**src/scr_pkg.sv**
```systemverilog
// constants for the system configuration control register bank
// assumes a 32-bit register port with byte offsets on an 8-bit address
package scr_pkg;
	// register byte offsets
	localparam logic [7:0] OFS_CLOCK_CONTROL = 8'h04;
	localparam logic [7:0] OFS_PLL_CONTROL = 8'h0c;
	localparam logic [7:0] OFS_DEBUG_CONTROL = 8'h10;
	localparam logic [7:0] OFS_INTERRUPT_CONTROL = 8'h18;
	localparam logic [7:0] OFS_CORE0_SECURE_VECTOR = 8'h20;
	localparam logic [7:0] OFS_CORE1_SECURE_VECTOR = 8'h28;
	localparam logic [7:0] OFS_PIN_MAIN_INPUT_SELECT = 8'h30;
	localparam logic [7:0] OFS_PIN_MAIN_OUTPUT_SELECT = 8'h34;
	localparam logic [7:0] OFS_PIN_MAIN_OE_SELECT = 8'h38;
	localparam logic [7:0] OFS_PIN_MAIN_DEFAULT_INPUT = 8'h3c;
	// writable bits per register; all others read as zero
	localparam logic [31:0] CLK_MASK = 32'h0000_f0ff;
	localparam logic [31:0] PLL_MASK = 32'h3fff_ff07;
	localparam logic [31:0] DBG_MASK = 32'h8000_07df;
	localparam logic [31:0] INT_MASK = 32'h0003_003f;
	localparam logic [31:0] VEC_MASK = 32'hffff_ff80;
	localparam logic [31:0] PIN_MASK = 32'h0000_ffff;
	// reset values
	localparam logic [31:0] CLK_RESET = 32'h0000_0027;
	localparam logic [31:0] PLL_RESET = 32'h0beb_0100;
	localparam logic [31:0] DBG_RESET = 32'h0000_001e;
	localparam logic [31:0] INT_RESET = 32'h0000_0002;
	localparam logic [24:0] VEC_FIELD_RESET = 25'h000_4000;
	localparam logic [31:0] VEC_RESET = {VEC_FIELD_RESET, 7'h00};
	localparam logic [31:0] PIN_SELECT_RESET = 32'h0000_ffff;
	localparam logic [31:0] PIN_DEFAULT_RESET = 32'h0000_0000;
	// clock control fields
	localparam int CLK_TEST_EN_BIT = 15;
	localparam int CLK_TEST_SEL_LSB = 12;
	localparam int CLK_PLL_IN_SEL_BIT = 7;
	localparam int CLK_CFG_SEL_BIT = 6;
	localparam int CLK_REF_EN_BIT = 5;
	localparam int CLK_REF_SEL_BIT = 4;
	localparam int CLK_CFG_EN_BIT = 3;
	localparam int CLK_MAIN_EN_BIT = 2;
	localparam int CLK_MAIN_SEL_LSB = 0;
	localparam logic [2:0] TEST_SEL_VCO = 3'h0;
	localparam logic [2:0] TEST_SEL_CORE = 3'h1;
	localparam logic [2:0] TEST_SEL_SYSTEM = 3'h2;
	localparam logic [2:0] TEST_SEL_CONFIG = 3'h5;
	localparam logic [1:0] MAIN_SEL_SLOW_REF = 2'h0;
	localparam logic [1:0] MAIN_SEL_RESERVED = 2'h1;
	// pll control fields
	localparam int PLL_FB_LSB = 16;
	localparam int PLL_POST2_LSB = 12;
	localparam int PLL_POST1_LSB = 8;
	localparam int PLL_POST1_OFF_BIT = 2;
	localparam int PLL_BYPASS_BIT = 1;
	localparam int PLL_OFF_BIT = 0;
	// debug and interrupt control fields
	localparam int DBG_FORCE_BIT = 31;
	localparam int DBG_FREQ_LSB = 6;
	localparam int INT_EXT_INV_BIT = 17;
	localparam int INT_EXT_EN_BIT = 16;
	localparam int INT_SRAM_CLR_BIT = 5;
	localparam int INT_SRAM_EN_BIT = 4;
	localparam int INT_QSPI_CLR_BIT = 3;
	localparam int INT_QSPI_EN_BIT = 2;
	localparam int INT_PERIPH_CLR_BIT = 1;
	localparam int INT_PERIPH_EN_BIT = 0;
	localparam int VEC_LSB = 7;
endpackage

```
**src/scr_system_config_control_regs.sv**
```systemverilog
// system configuration control register bank with pin and debug muxing
// assumes one 125 MHz clock; pad and interrupt pins are asynchronous
// Behaviour
// - test clock select field picks vco, core, system or config clock; enable gates
// - pll input select bit routes config pad clock to pll reference at 0
// - config clock select picks config pad or fast pad clock; own enable bit
// - reference select picks slow pad reference or fast clock; enable resets 1
// - main clock enable resets to 1 and gates the main clock
// - main select: 00 slow reference, 10 fast, 11 pll; resets to 11
// - fourteen-bit pll feedback divider driven to pll, reset 0x0beb
// - first post divider is value plus one, reset 1; second also driven out, reset 0
// - two power-down bits for post divider and whole pll, reset powered
// - bypass bit sends pll reference straight to both pll outputs
// - force bit takes debug enables from this bank instead of crypto unit
// - debug enable bits drive processor debug inputs with listed resets
// - external interrupt enable and polarity invert bits, both reset 0
// - sram protection interrupt enable and clear bits
// - qspi protection interrupt enable and clear bits
// - peripheral protection interrupt clear resets 1, enable resets 0
// - each core gets a 25-bit secure reset vector, reset 0x0004000
// - main input select routes pad input to main function or alternate
// - main output select takes pad data from main or alternate function
// - main oe select takes pad enable from main or alternate function
// - default input bits drive the unselected input mux side
module scr_system_config_control_regs
	import scr_pkg::*;
#(
	parameter int ADDR_W = 8,
	parameter int NUM_PINS = 16
)
(
	// clock and reset
	input wire logic sys_clk,
	input wire logic reset_n,
	// register port
	input wire logic [ADDR_W-1:0] busAddr,
	input wire logic [31:0] busWdata,
	input wire logic busWrite,
	input wire logic busRead,
	output logic [31:0] busRdata,
	// clock selection controls
	output logic testClockEnable,
	output logic [2:0] testClockSelect,
	output logic pllInputSelect,
	output logic configClockSelect,
	output logic slowRefClockEnable,
	output logic slowRefClockSelect,
	output logic configClockEnable,
	output logic mainClockEnable,
	output logic [1:0] mainClockSelect,
	output logic clockSelectReserved,
	// pll controls
	output logic [13:0] pllFeedbackDivider,
	output logic [3:0] pllFirstPostDivider,
	output logic [3:0] pllSecondPostDivider,
	output logic firstPostDividerPowerDown,
	output logic pllPowerDown,
	output logic pllBypass,
	// debug enables: {system, secure noninvasive, secure invasive, noninvasive, general}
	input wire logic [4:0] cryptoDebugEnables,
	output logic [4:0] debugEnables,
	output logic [1:0] securityFrequencySelect,
	// interrupts
	input wire logic externalInterruptPin,
	output logic externalIrqOut,
	input wire logic sramProtectIrqIn,
	input wire logic qspiProtectIrqIn,
	input wire logic periphProtectIrqIn,
	output logic sramProtectIrqOut,
	output logic qspiProtectIrqOut,
	output logic periphProtectIrqOut,
	// secure reset vectors
	output logic [24:0] core0SecureResetVector,
	output logic [24:0] core1SecureResetVector,
	// pin multiplexing
	input wire logic [NUM_PINS-1:0] padIn,
	output logic [NUM_PINS-1:0] mainIn,
	output logic [NUM_PINS-1:0] altIn,
	input wire logic [NUM_PINS-1:0] mainOut,
	input wire logic [NUM_PINS-1:0] mainOe,
	input wire logic [NUM_PINS-1:0] altOut,
	input wire logic [NUM_PINS-1:0] altOe,
	output logic [NUM_PINS-1:0] padOut,
	output logic [NUM_PINS-1:0] padOe
);

	typedef struct packed {
		logic [31:0] clk;
		logic [31:0] pll;
		logic [31:0] dbg;
		logic [31:0] intr;
		logic [31:0] vec0;
		logic [31:0] vec1;
		logic [31:0] insel;
		logic [31:0] outsel;
		logic [31:0] oesel;
		logic [31:0] defin;
		logic [31:0] rdata;
		logic extS1;
		logic extS2;
		logic [NUM_PINS-1:0] padS1;
		logic [NUM_PINS-1:0] padS2;
		logic [4:0] dbgOut;
		logic extIrq;
		logic sramIrq;
		logic qspiIrq;
		logic periphIrq;
		logic reserved;
		logic [NUM_PINS-1:0] mainIn;
		logic [NUM_PINS-1:0] altIn;
		logic [NUM_PINS-1:0] padOut;
		logic [NUM_PINS-1:0] padOe;
	} scr_state_s;

	localparam scr_state_s ST_RESET = '{
		clk: CLK_RESET, pll: PLL_RESET, dbg: DBG_RESET, intr: INT_RESET,
		vec0: VEC_RESET, vec1: VEC_RESET, insel: PIN_SELECT_RESET,
		outsel: PIN_SELECT_RESET, oesel: PIN_SELECT_RESET, defin: PIN_DEFAULT_RESET,
		dbgOut: DBG_RESET[4:0], default: '0};

	scr_state_s stReg;
	scr_state_s stNext;
	logic [NUM_PINS-1:0] inSel;
	logic [NUM_PINS-1:0] outSel;
	logic [NUM_PINS-1:0] oeSel;
	logic [NUM_PINS-1:0] defIn;

	function automatic logic [31:0] update(input logic [31:0] old, input logic [31:0] data,
		input logic hit, input logic [31:0] mask);
		return hit ? (data & mask) : old;
	endfunction

	function automatic logic match(input logic [ADDR_W-1:0] addr, input logic [7:0] ofs);
		return addr == ADDR_W'(ofs);
	endfunction

	assign inSel = stReg.insel[NUM_PINS-1:0];
	assign outSel = stReg.outsel[NUM_PINS-1:0];
	assign oeSel = stReg.oesel[NUM_PINS-1:0];
	assign defIn = stReg.defin[NUM_PINS-1:0];

	always_comb
	begin
		stNext = stReg;
		// masked writes keep reserved bits at zero
		stNext.clk = update(stReg.clk, busWdata, busWrite && match(busAddr, OFS_CLOCK_CONTROL),
			CLK_MASK);
		stNext.pll = update(stReg.pll, busWdata, busWrite && match(busAddr, OFS_PLL_CONTROL),
			PLL_MASK);
		stNext.dbg = update(stReg.dbg, busWdata, busWrite && match(busAddr, OFS_DEBUG_CONTROL),
			DBG_MASK);
		stNext.intr = update(stReg.intr, busWdata,
			busWrite && match(busAddr, OFS_INTERRUPT_CONTROL), INT_MASK);
		stNext.vec0 = update(stReg.vec0, busWdata,
			busWrite && match(busAddr, OFS_CORE0_SECURE_VECTOR), VEC_MASK);
		stNext.vec1 = update(stReg.vec1, busWdata,
			busWrite && match(busAddr, OFS_CORE1_SECURE_VECTOR), VEC_MASK);
		stNext.insel = update(stReg.insel, busWdata,
			busWrite && match(busAddr, OFS_PIN_MAIN_INPUT_SELECT), PIN_MASK);
		stNext.outsel = update(stReg.outsel, busWdata,
			busWrite && match(busAddr, OFS_PIN_MAIN_OUTPUT_SELECT), PIN_MASK);
		stNext.oesel = update(stReg.oesel, busWdata,
			busWrite && match(busAddr, OFS_PIN_MAIN_OE_SELECT), PIN_MASK);
		stNext.defin = update(stReg.defin, busWdata,
			busWrite && match(busAddr, OFS_PIN_MAIN_DEFAULT_INPUT), PIN_MASK);
		// read data stands only in the cycle after the strobe; unmapped reads zero
		stNext.rdata = '0;
		if (busRead)
		begin
			case (busAddr)
				ADDR_W'(OFS_CLOCK_CONTROL): stNext.rdata = stReg.clk;
				ADDR_W'(OFS_PLL_CONTROL): stNext.rdata = stReg.pll;
				ADDR_W'(OFS_DEBUG_CONTROL): stNext.rdata = stReg.dbg;
				ADDR_W'(OFS_INTERRUPT_CONTROL): stNext.rdata = stReg.intr;
				ADDR_W'(OFS_CORE0_SECURE_VECTOR): stNext.rdata = stReg.vec0;
				ADDR_W'(OFS_CORE1_SECURE_VECTOR): stNext.rdata = stReg.vec1;
				ADDR_W'(OFS_PIN_MAIN_INPUT_SELECT): stNext.rdata = stReg.insel;
				ADDR_W'(OFS_PIN_MAIN_OUTPUT_SELECT): stNext.rdata = stReg.outsel;
				ADDR_W'(OFS_PIN_MAIN_OE_SELECT): stNext.rdata = stReg.oesel;
				ADDR_W'(OFS_PIN_MAIN_DEFAULT_INPUT): stNext.rdata = stReg.defin;
				default: stNext.rdata = '0;
			endcase
		end
		// pin synchronisers
		stNext.extS1 = externalInterruptPin;
		stNext.extS2 = stReg.extS1;
		stNext.padS1 = padIn;
		stNext.padS2 = stReg.padS1;
		// flag codes that select reserved clock sources
		stNext.reserved = stReg.clk[CLK_PLL_IN_SEL_BIT]
			|| (stReg.clk[CLK_MAIN_SEL_LSB +: 2] == MAIN_SEL_RESERVED)
			|| !(stReg.clk[CLK_TEST_SEL_LSB +: 3] inside
			{TEST_SEL_VCO, TEST_SEL_CORE, TEST_SEL_SYSTEM, TEST_SEL_CONFIG});
		stNext.dbgOut = stReg.dbg[DBG_FORCE_BIT] ? stReg.dbg[4:0]
			: cryptoDebugEnables;
		stNext.extIrq = (stReg.extS2 & stReg.intr[INT_EXT_EN_BIT])
			^ stReg.intr[INT_EXT_INV_BIT];
		// a set clear bit holds its interrupt low
		stNext.sramIrq = sramProtectIrqIn & stReg.intr[INT_SRAM_EN_BIT]
			& ~stReg.intr[INT_SRAM_CLR_BIT];
		stNext.qspiIrq = qspiProtectIrqIn & stReg.intr[INT_QSPI_EN_BIT]
			& ~stReg.intr[INT_QSPI_CLR_BIT];
		stNext.periphIrq = periphProtectIrqIn & stReg.intr[INT_PERIPH_EN_BIT]
			& ~stReg.intr[INT_PERIPH_CLR_BIT];
		// unselected side of the input mux takes the default level
		stNext.mainIn = (inSel & stReg.padS2) | (~inSel & defIn);
		stNext.altIn = (~inSel & stReg.padS2) | (inSel & defIn);
		stNext.padOut = (outSel & mainOut) | (~outSel & altOut);
		stNext.padOe = (oeSel & mainOe) | (~oeSel & altOe);
	end

	always_ff @(posedge sys_clk or negedge reset_n)
	begin
		if (!reset_n)
			stReg <= ST_RESET;
		else
			stReg <= stNext;
	end

	assign busRdata = stReg.rdata;
	assign testClockEnable = stReg.clk[CLK_TEST_EN_BIT];
	assign testClockSelect = stReg.clk[CLK_TEST_SEL_LSB +: 3];
	assign pllInputSelect = stReg.clk[CLK_PLL_IN_SEL_BIT];
	assign configClockSelect = stReg.clk[CLK_CFG_SEL_BIT];
	assign slowRefClockEnable = stReg.clk[CLK_REF_EN_BIT];
	assign slowRefClockSelect = stReg.clk[CLK_REF_SEL_BIT];
	assign configClockEnable = stReg.clk[CLK_CFG_EN_BIT];
	assign mainClockEnable = stReg.clk[CLK_MAIN_EN_BIT];
	assign mainClockSelect = stReg.clk[CLK_MAIN_SEL_LSB +: 2];
	assign clockSelectReserved = stReg.reserved;
	assign pllFeedbackDivider = stReg.pll[PLL_FB_LSB +: 14];
	assign pllFirstPostDivider = stReg.pll[PLL_POST1_LSB +: 4];
	assign pllSecondPostDivider = stReg.pll[PLL_POST2_LSB +: 4];
	assign firstPostDividerPowerDown = stReg.pll[PLL_POST1_OFF_BIT];
	assign pllPowerDown = stReg.pll[PLL_OFF_BIT];
	assign pllBypass = stReg.pll[PLL_BYPASS_BIT];
	assign debugEnables = stReg.dbgOut;
	assign securityFrequencySelect = stReg.dbg[DBG_FREQ_LSB +: 2];
	assign externalIrqOut = stReg.extIrq;
	assign sramProtectIrqOut = stReg.sramIrq;
	assign qspiProtectIrqOut = stReg.qspiIrq;
	assign periphProtectIrqOut = stReg.periphIrq;
	assign core0SecureResetVector = stReg.vec0[VEC_LSB +: 25];
	assign core1SecureResetVector = stReg.vec1[VEC_LSB +: 25];
	assign mainIn = stReg.mainIn;
	assign altIn = stReg.altIn;
	assign padOut = stReg.padOut;
	assign padOe = stReg.padOe;
endmodule

```
**config.mk**
```make
export PLATFORM = sky130hd
export DESIGN_NAME = scr_system_config_control_regs
export DESIGN_NICKNAME = d
export VERILOG_FILES = /design/src/scr_pkg.sv /design/src/scr_system_config_control_regs.sv
export SDC_FILE = /design/constraint.sdc
export NUM_CORES = 1
export LEC_CHECK = 0
export BUFFER_PORTS_ARGS = -buffer_cell sky130_fd_sc_hd__buf_2
export CORE_MARGIN = 1
export CORE_UTILIZATION = 54
export CTS_CLUSTER_DIAMETER = 150
export DETAILED_ROUTE_END_ITERATION = 6
export HOLD_SLACK_MARGIN = 0.02
export PLACE_DENSITY = 0.79
export SYNTH_ARGS = -nofsm -noshare
export SYNTH_HDL_FRONTEND = slang
export SYNTH_SLANG_ARGS = --single-unit
```
**constraint.sdc**
```tcl
create_clock -name sys_clk -period 1.5 [get_ports sys_clk]
set_input_delay 0.3 -clock sys_clk [delete_from_list [all_inputs] [get_ports sys_clk]]
set_output_delay 0.3 -clock sys_clk [all_outputs]
set_load 0.01 [all_outputs]
```
==> metrics.md <==
| Metric | Value |
|---|---|
| GR Layer Usage met1 | 35.93% |
| FF-to-FF setup slack | 0.03 ns |
| Power Density | 1130 mW/mm² |
| Latest clock arrival within the worst-skew pair | 0.51 ns |
| GP Congestion | 0.9321 |
| H-tree Lvls | 2 |
| Crit-path cells | buf_6 |
| Final period util | 99.56% |
| CTS tree | yes |
| Syn_nets | 1166 |
| Top FF cell, synth | dfrtp_1 |
| Die area | 0.02659 mm² |
| Post-DP HPWL | 26.31 mm |
| R2R depth | 4 |
| Data arrival, critical path | 1.19 ns |
| Unrepaired setup endpoints after global routing | true |
| Final cell utilization of the core | 68.55% |
| Top delay family on crit path | flip-flops |
| EDFF count, synth | 0 |
| Ranking of synthesized cells by area | dfrtp_1, mux2_2, dfstp_2, buf_4, mux2_4 |
| Class of the worst hold path | in -> reg |
| Inst Count DP | 1562 |
| Max IR drop VDD | 780.6 µV |
| Worst-margin pin slew | 0.4510 ns |
| Crit path kind | reg -> out |
| CP Buf/Inv Count | 1 |
| Non-filler cells in the finished layout | 1687 |
| Vias per cell | 5.581 |
| Average wire per standard cell | 22.34 µm |
| Final layout net count | 1460 |
| Share of layout cells above drive strength 1 | 62.80% |
| Maximum clock path buffer count | 3 |
| Startpoint Class | flip-flop |
| Worst path max stage delay | 0.57 ns |
| Worst Hold Depth | 2 |
| FFs w/ async S/R, synth | 100.0% |
| M3 GR Usage | 7.186% |
| Gr usage total | 28.45% |
| Initial antenna violation count | 5 |
| P&R area growth vs syn | 23.96% |
| Final min period | 1.493 ns |
| CP Data Required Time | 1.20 ns |
| Max Freq | 0.6696 GHz |
| DR iter-0 viols | 833 |
| Critical Path Fanout Max | 2 |
| Clk pin slew, worst setup/hold paths | 0.06 ns |
| Final hold vios | 0 |
| Hold Crit Start | mainOe[4] |
| Clock Tree Root | clkbuf_16 |
| Register bit count reported by yosys | 310 |
| Antenna Nets Post-Route | 0 |
| Post-Synthesis Cells | 1033 |
| Boundary Pins | 328 |
| Cell variety after synth | 59 |
| Top cell type's share of synthesized area | 42.34% |
| Hold Crit Endpoint | padOe[4]$_DFF_PN0_ |
| Relative slew slack | 69.93% |
| Final slew viol count | 0 |
| DIE HEIGHT | 163.1 µm |
| Slowest stage cell, crit path | dfstp_2 |
| Finish-stage setup viols | 0 |
| FF-to-FF End | busRdata[7]$_DFF_PN0_ |
| Place WS | -0.4823 ns |
| Mapped Avg Cell Area | 13.56 µm² |
| Core Rows | 58 |
| Initial Util | 55.30% |
| Seq/Total Area, Yosys | 56.04% |
| Worst Hold Margin | 0.02724 ns |
| YS warnings | 0 |
| Setup Skew | 0.01309 ns |
| Pin count of the biggest net entering global routing | 72 |
| PnR worst setup slack | 0.006537 ns |
| LEAKAGE | 8.583 nW |
| DR DRC count | 0 |
| Status | complete, no violations |
| Initial DRT Pass Iterations | 5 |
| Via count | 9415 |
| GRT overflow | 0 |
| Post-Syn Area | 0.01401 mm² |
| Max-Cap Viols | 0 |
| Fin Setup TNS | 0 ns |
| Vias in the first global route | 9959 |
| Most crowded layer after global routing | met2 |
| Final WL | 37.68 mm |
| Yosys top cell by area | dfrtp_1 |
| Crit. End Element | output pin |
| # port buffers | 327 |
| Core Area | 0.02533 mm² |
| Met2 usage | 47.35% |
| First-pass GRT wire length | 56.91 mm |
| Total CTS buffers | 34 |
| Reg-to-reg startpoint | inSel[7]$_DFFE_PN1P_ |
| Die Wd | 163.1 µm |
| Sink Count | 310 |
## synth_stat cells (4+ instances only)
cell type	count
dfrtp_1	237
mux2_2	236
buf_4	181
dfstp_2	73
nor2_1	28
a22oi_1	24
nand2_1	24
mux2_4	20
clkbuf_1	18
a21oi_1	17
mux2i_1	14
nand3_1	14
buf_2	12
inv_1	10
o21ai_0	10
a22o_1	8
nand3b_1	8
nor3_1	7
a31oi_1	6
buf_1	6
o32ai_1	6
buf_6	5
nand4_1	5
a21o_1	4
o2bb2ai_1	4
## state kept, by name, indices dropped and copies added, names as in the netlist, 5 cells and up
signal,count
stReg,34
busRdata,32
core0SecureResetVector,25
core1SecureResetVector,25
stNext,17
altIn,16
defIn,16
inSel,16
mainIn,16
oeSel,16
outSel,16
padOe,16
padOut,16
pllFeedbackDivider,14
debugEnables,5
## area by class of cell
cell class                 count  area, µm²
sequential                   310       7849
tap                          330      412.9
clock inverter                12      168.9
clock buffer                  49       1011
fill                        1727       7965
timing repair buffer         480       3223
antenna                        5      12.51
multi-input combinational    491       4647
inverter                      10      37.54
## metal layers
metal  part of all wire, %  wire (µm)
met2                    50      18740
met4                   2.8       1044
met1                    39      14700
met3                   8.5       3195
met5                     0          0
## timing repair
| action | 4_1_cts | 5_1_grt |
|---|---|---|
| resized for setup | 8 | 9 |
| buffers inserted | 8 | 4 |
| hold buffers | 46 | 1 |
| pin swaps | 0 | 2 |
| endpoints found under the setup margin | 11 | 18 |
| hold endpoints to repair | 152 | 1 |
## metrics by stage
stage	instance area, µm²	power, mW
global placement	15530	10.82
CTS	17260	19.71
floorplan	14170	10.14
finish	17360	19.62
global route	17360	20.28
detailed placement	15530	10.88
## worst max path at each step
stage | start | endpoint | slack (ns) | cells after the start
after detailed placement | busAddr[5] | securityFrequencySelect[0]$_DFFE_PN0P_ | -0.48 | 6
after floorplan | busAddr[7] | pllFeedbackDivider[10]$_DFFE_PN0P_ | -0.48 | 7
after CTS | mainClockSelect[0]$_DFFE_PN1P_ | mainClockSelect[0] | -0.005 | 1
after global routing | inSel[7]$_DFFE_PN1P_ | busRdata[7]$_DFF_PN0_ | -0.03 | 4
final | mainClockSelect[0]$_DFFE_PN1P_ | mainClockSelect[0] | 0.007 | 1
after global placement | busAddr[5] | securityFrequencySelect[0]$_DFFE_PN0P_ | -0.45 | 6
## logic make-up (layout without fill, tap and decap cells)
| logic type | Yosys count | in the layout | share of synthesized area, % |
|---|---|---|---|
| other cells | 0 | 5 | 0 |
| flops | 310 | 310 | 56.04 |
| xor+xnor | 2 | 2 | 0.1251 |
| buf+inv | 232 | 551 | 11.44 |
| mux | 272 | 272 | 22.44 |
| simple gates | 124 | 124 | 5.235 |
| compound gates | 93 | 93 | 4.717 |
## cells in the final DEF (no fill, tap or decap), types with 23 or more instances in the layout
| cell | netlist | final |
|---|---|---|
| buf_4 | 181 | 91 |
| mux2_2 | 236 | 235 |
| nand2_1 | 24 | 23 |
| nor2_1 | 28 | 27 |
| dfstp_2 | 73 | 73 |
| a22oi_1 | 24 | 24 |
| dlygate4sd3_1 | 0 | 47 |
| buf_2 | 12 | 312 |
| clkbuf_16 | 0 | 37 |
| dfrtp_1 | 237 | 237 |
## power by group
| part | internal, mW | switching [mW] | total, mW |
|---|---|---|---|
| Clock | 5.39 | 3.33 | 8.72 |
| Combinational | 0.929 | 0.878 | 1.81 |
| Sequential | 8.82 | 0.271 | 9.09 |
(Power assumes the default switching activity.)
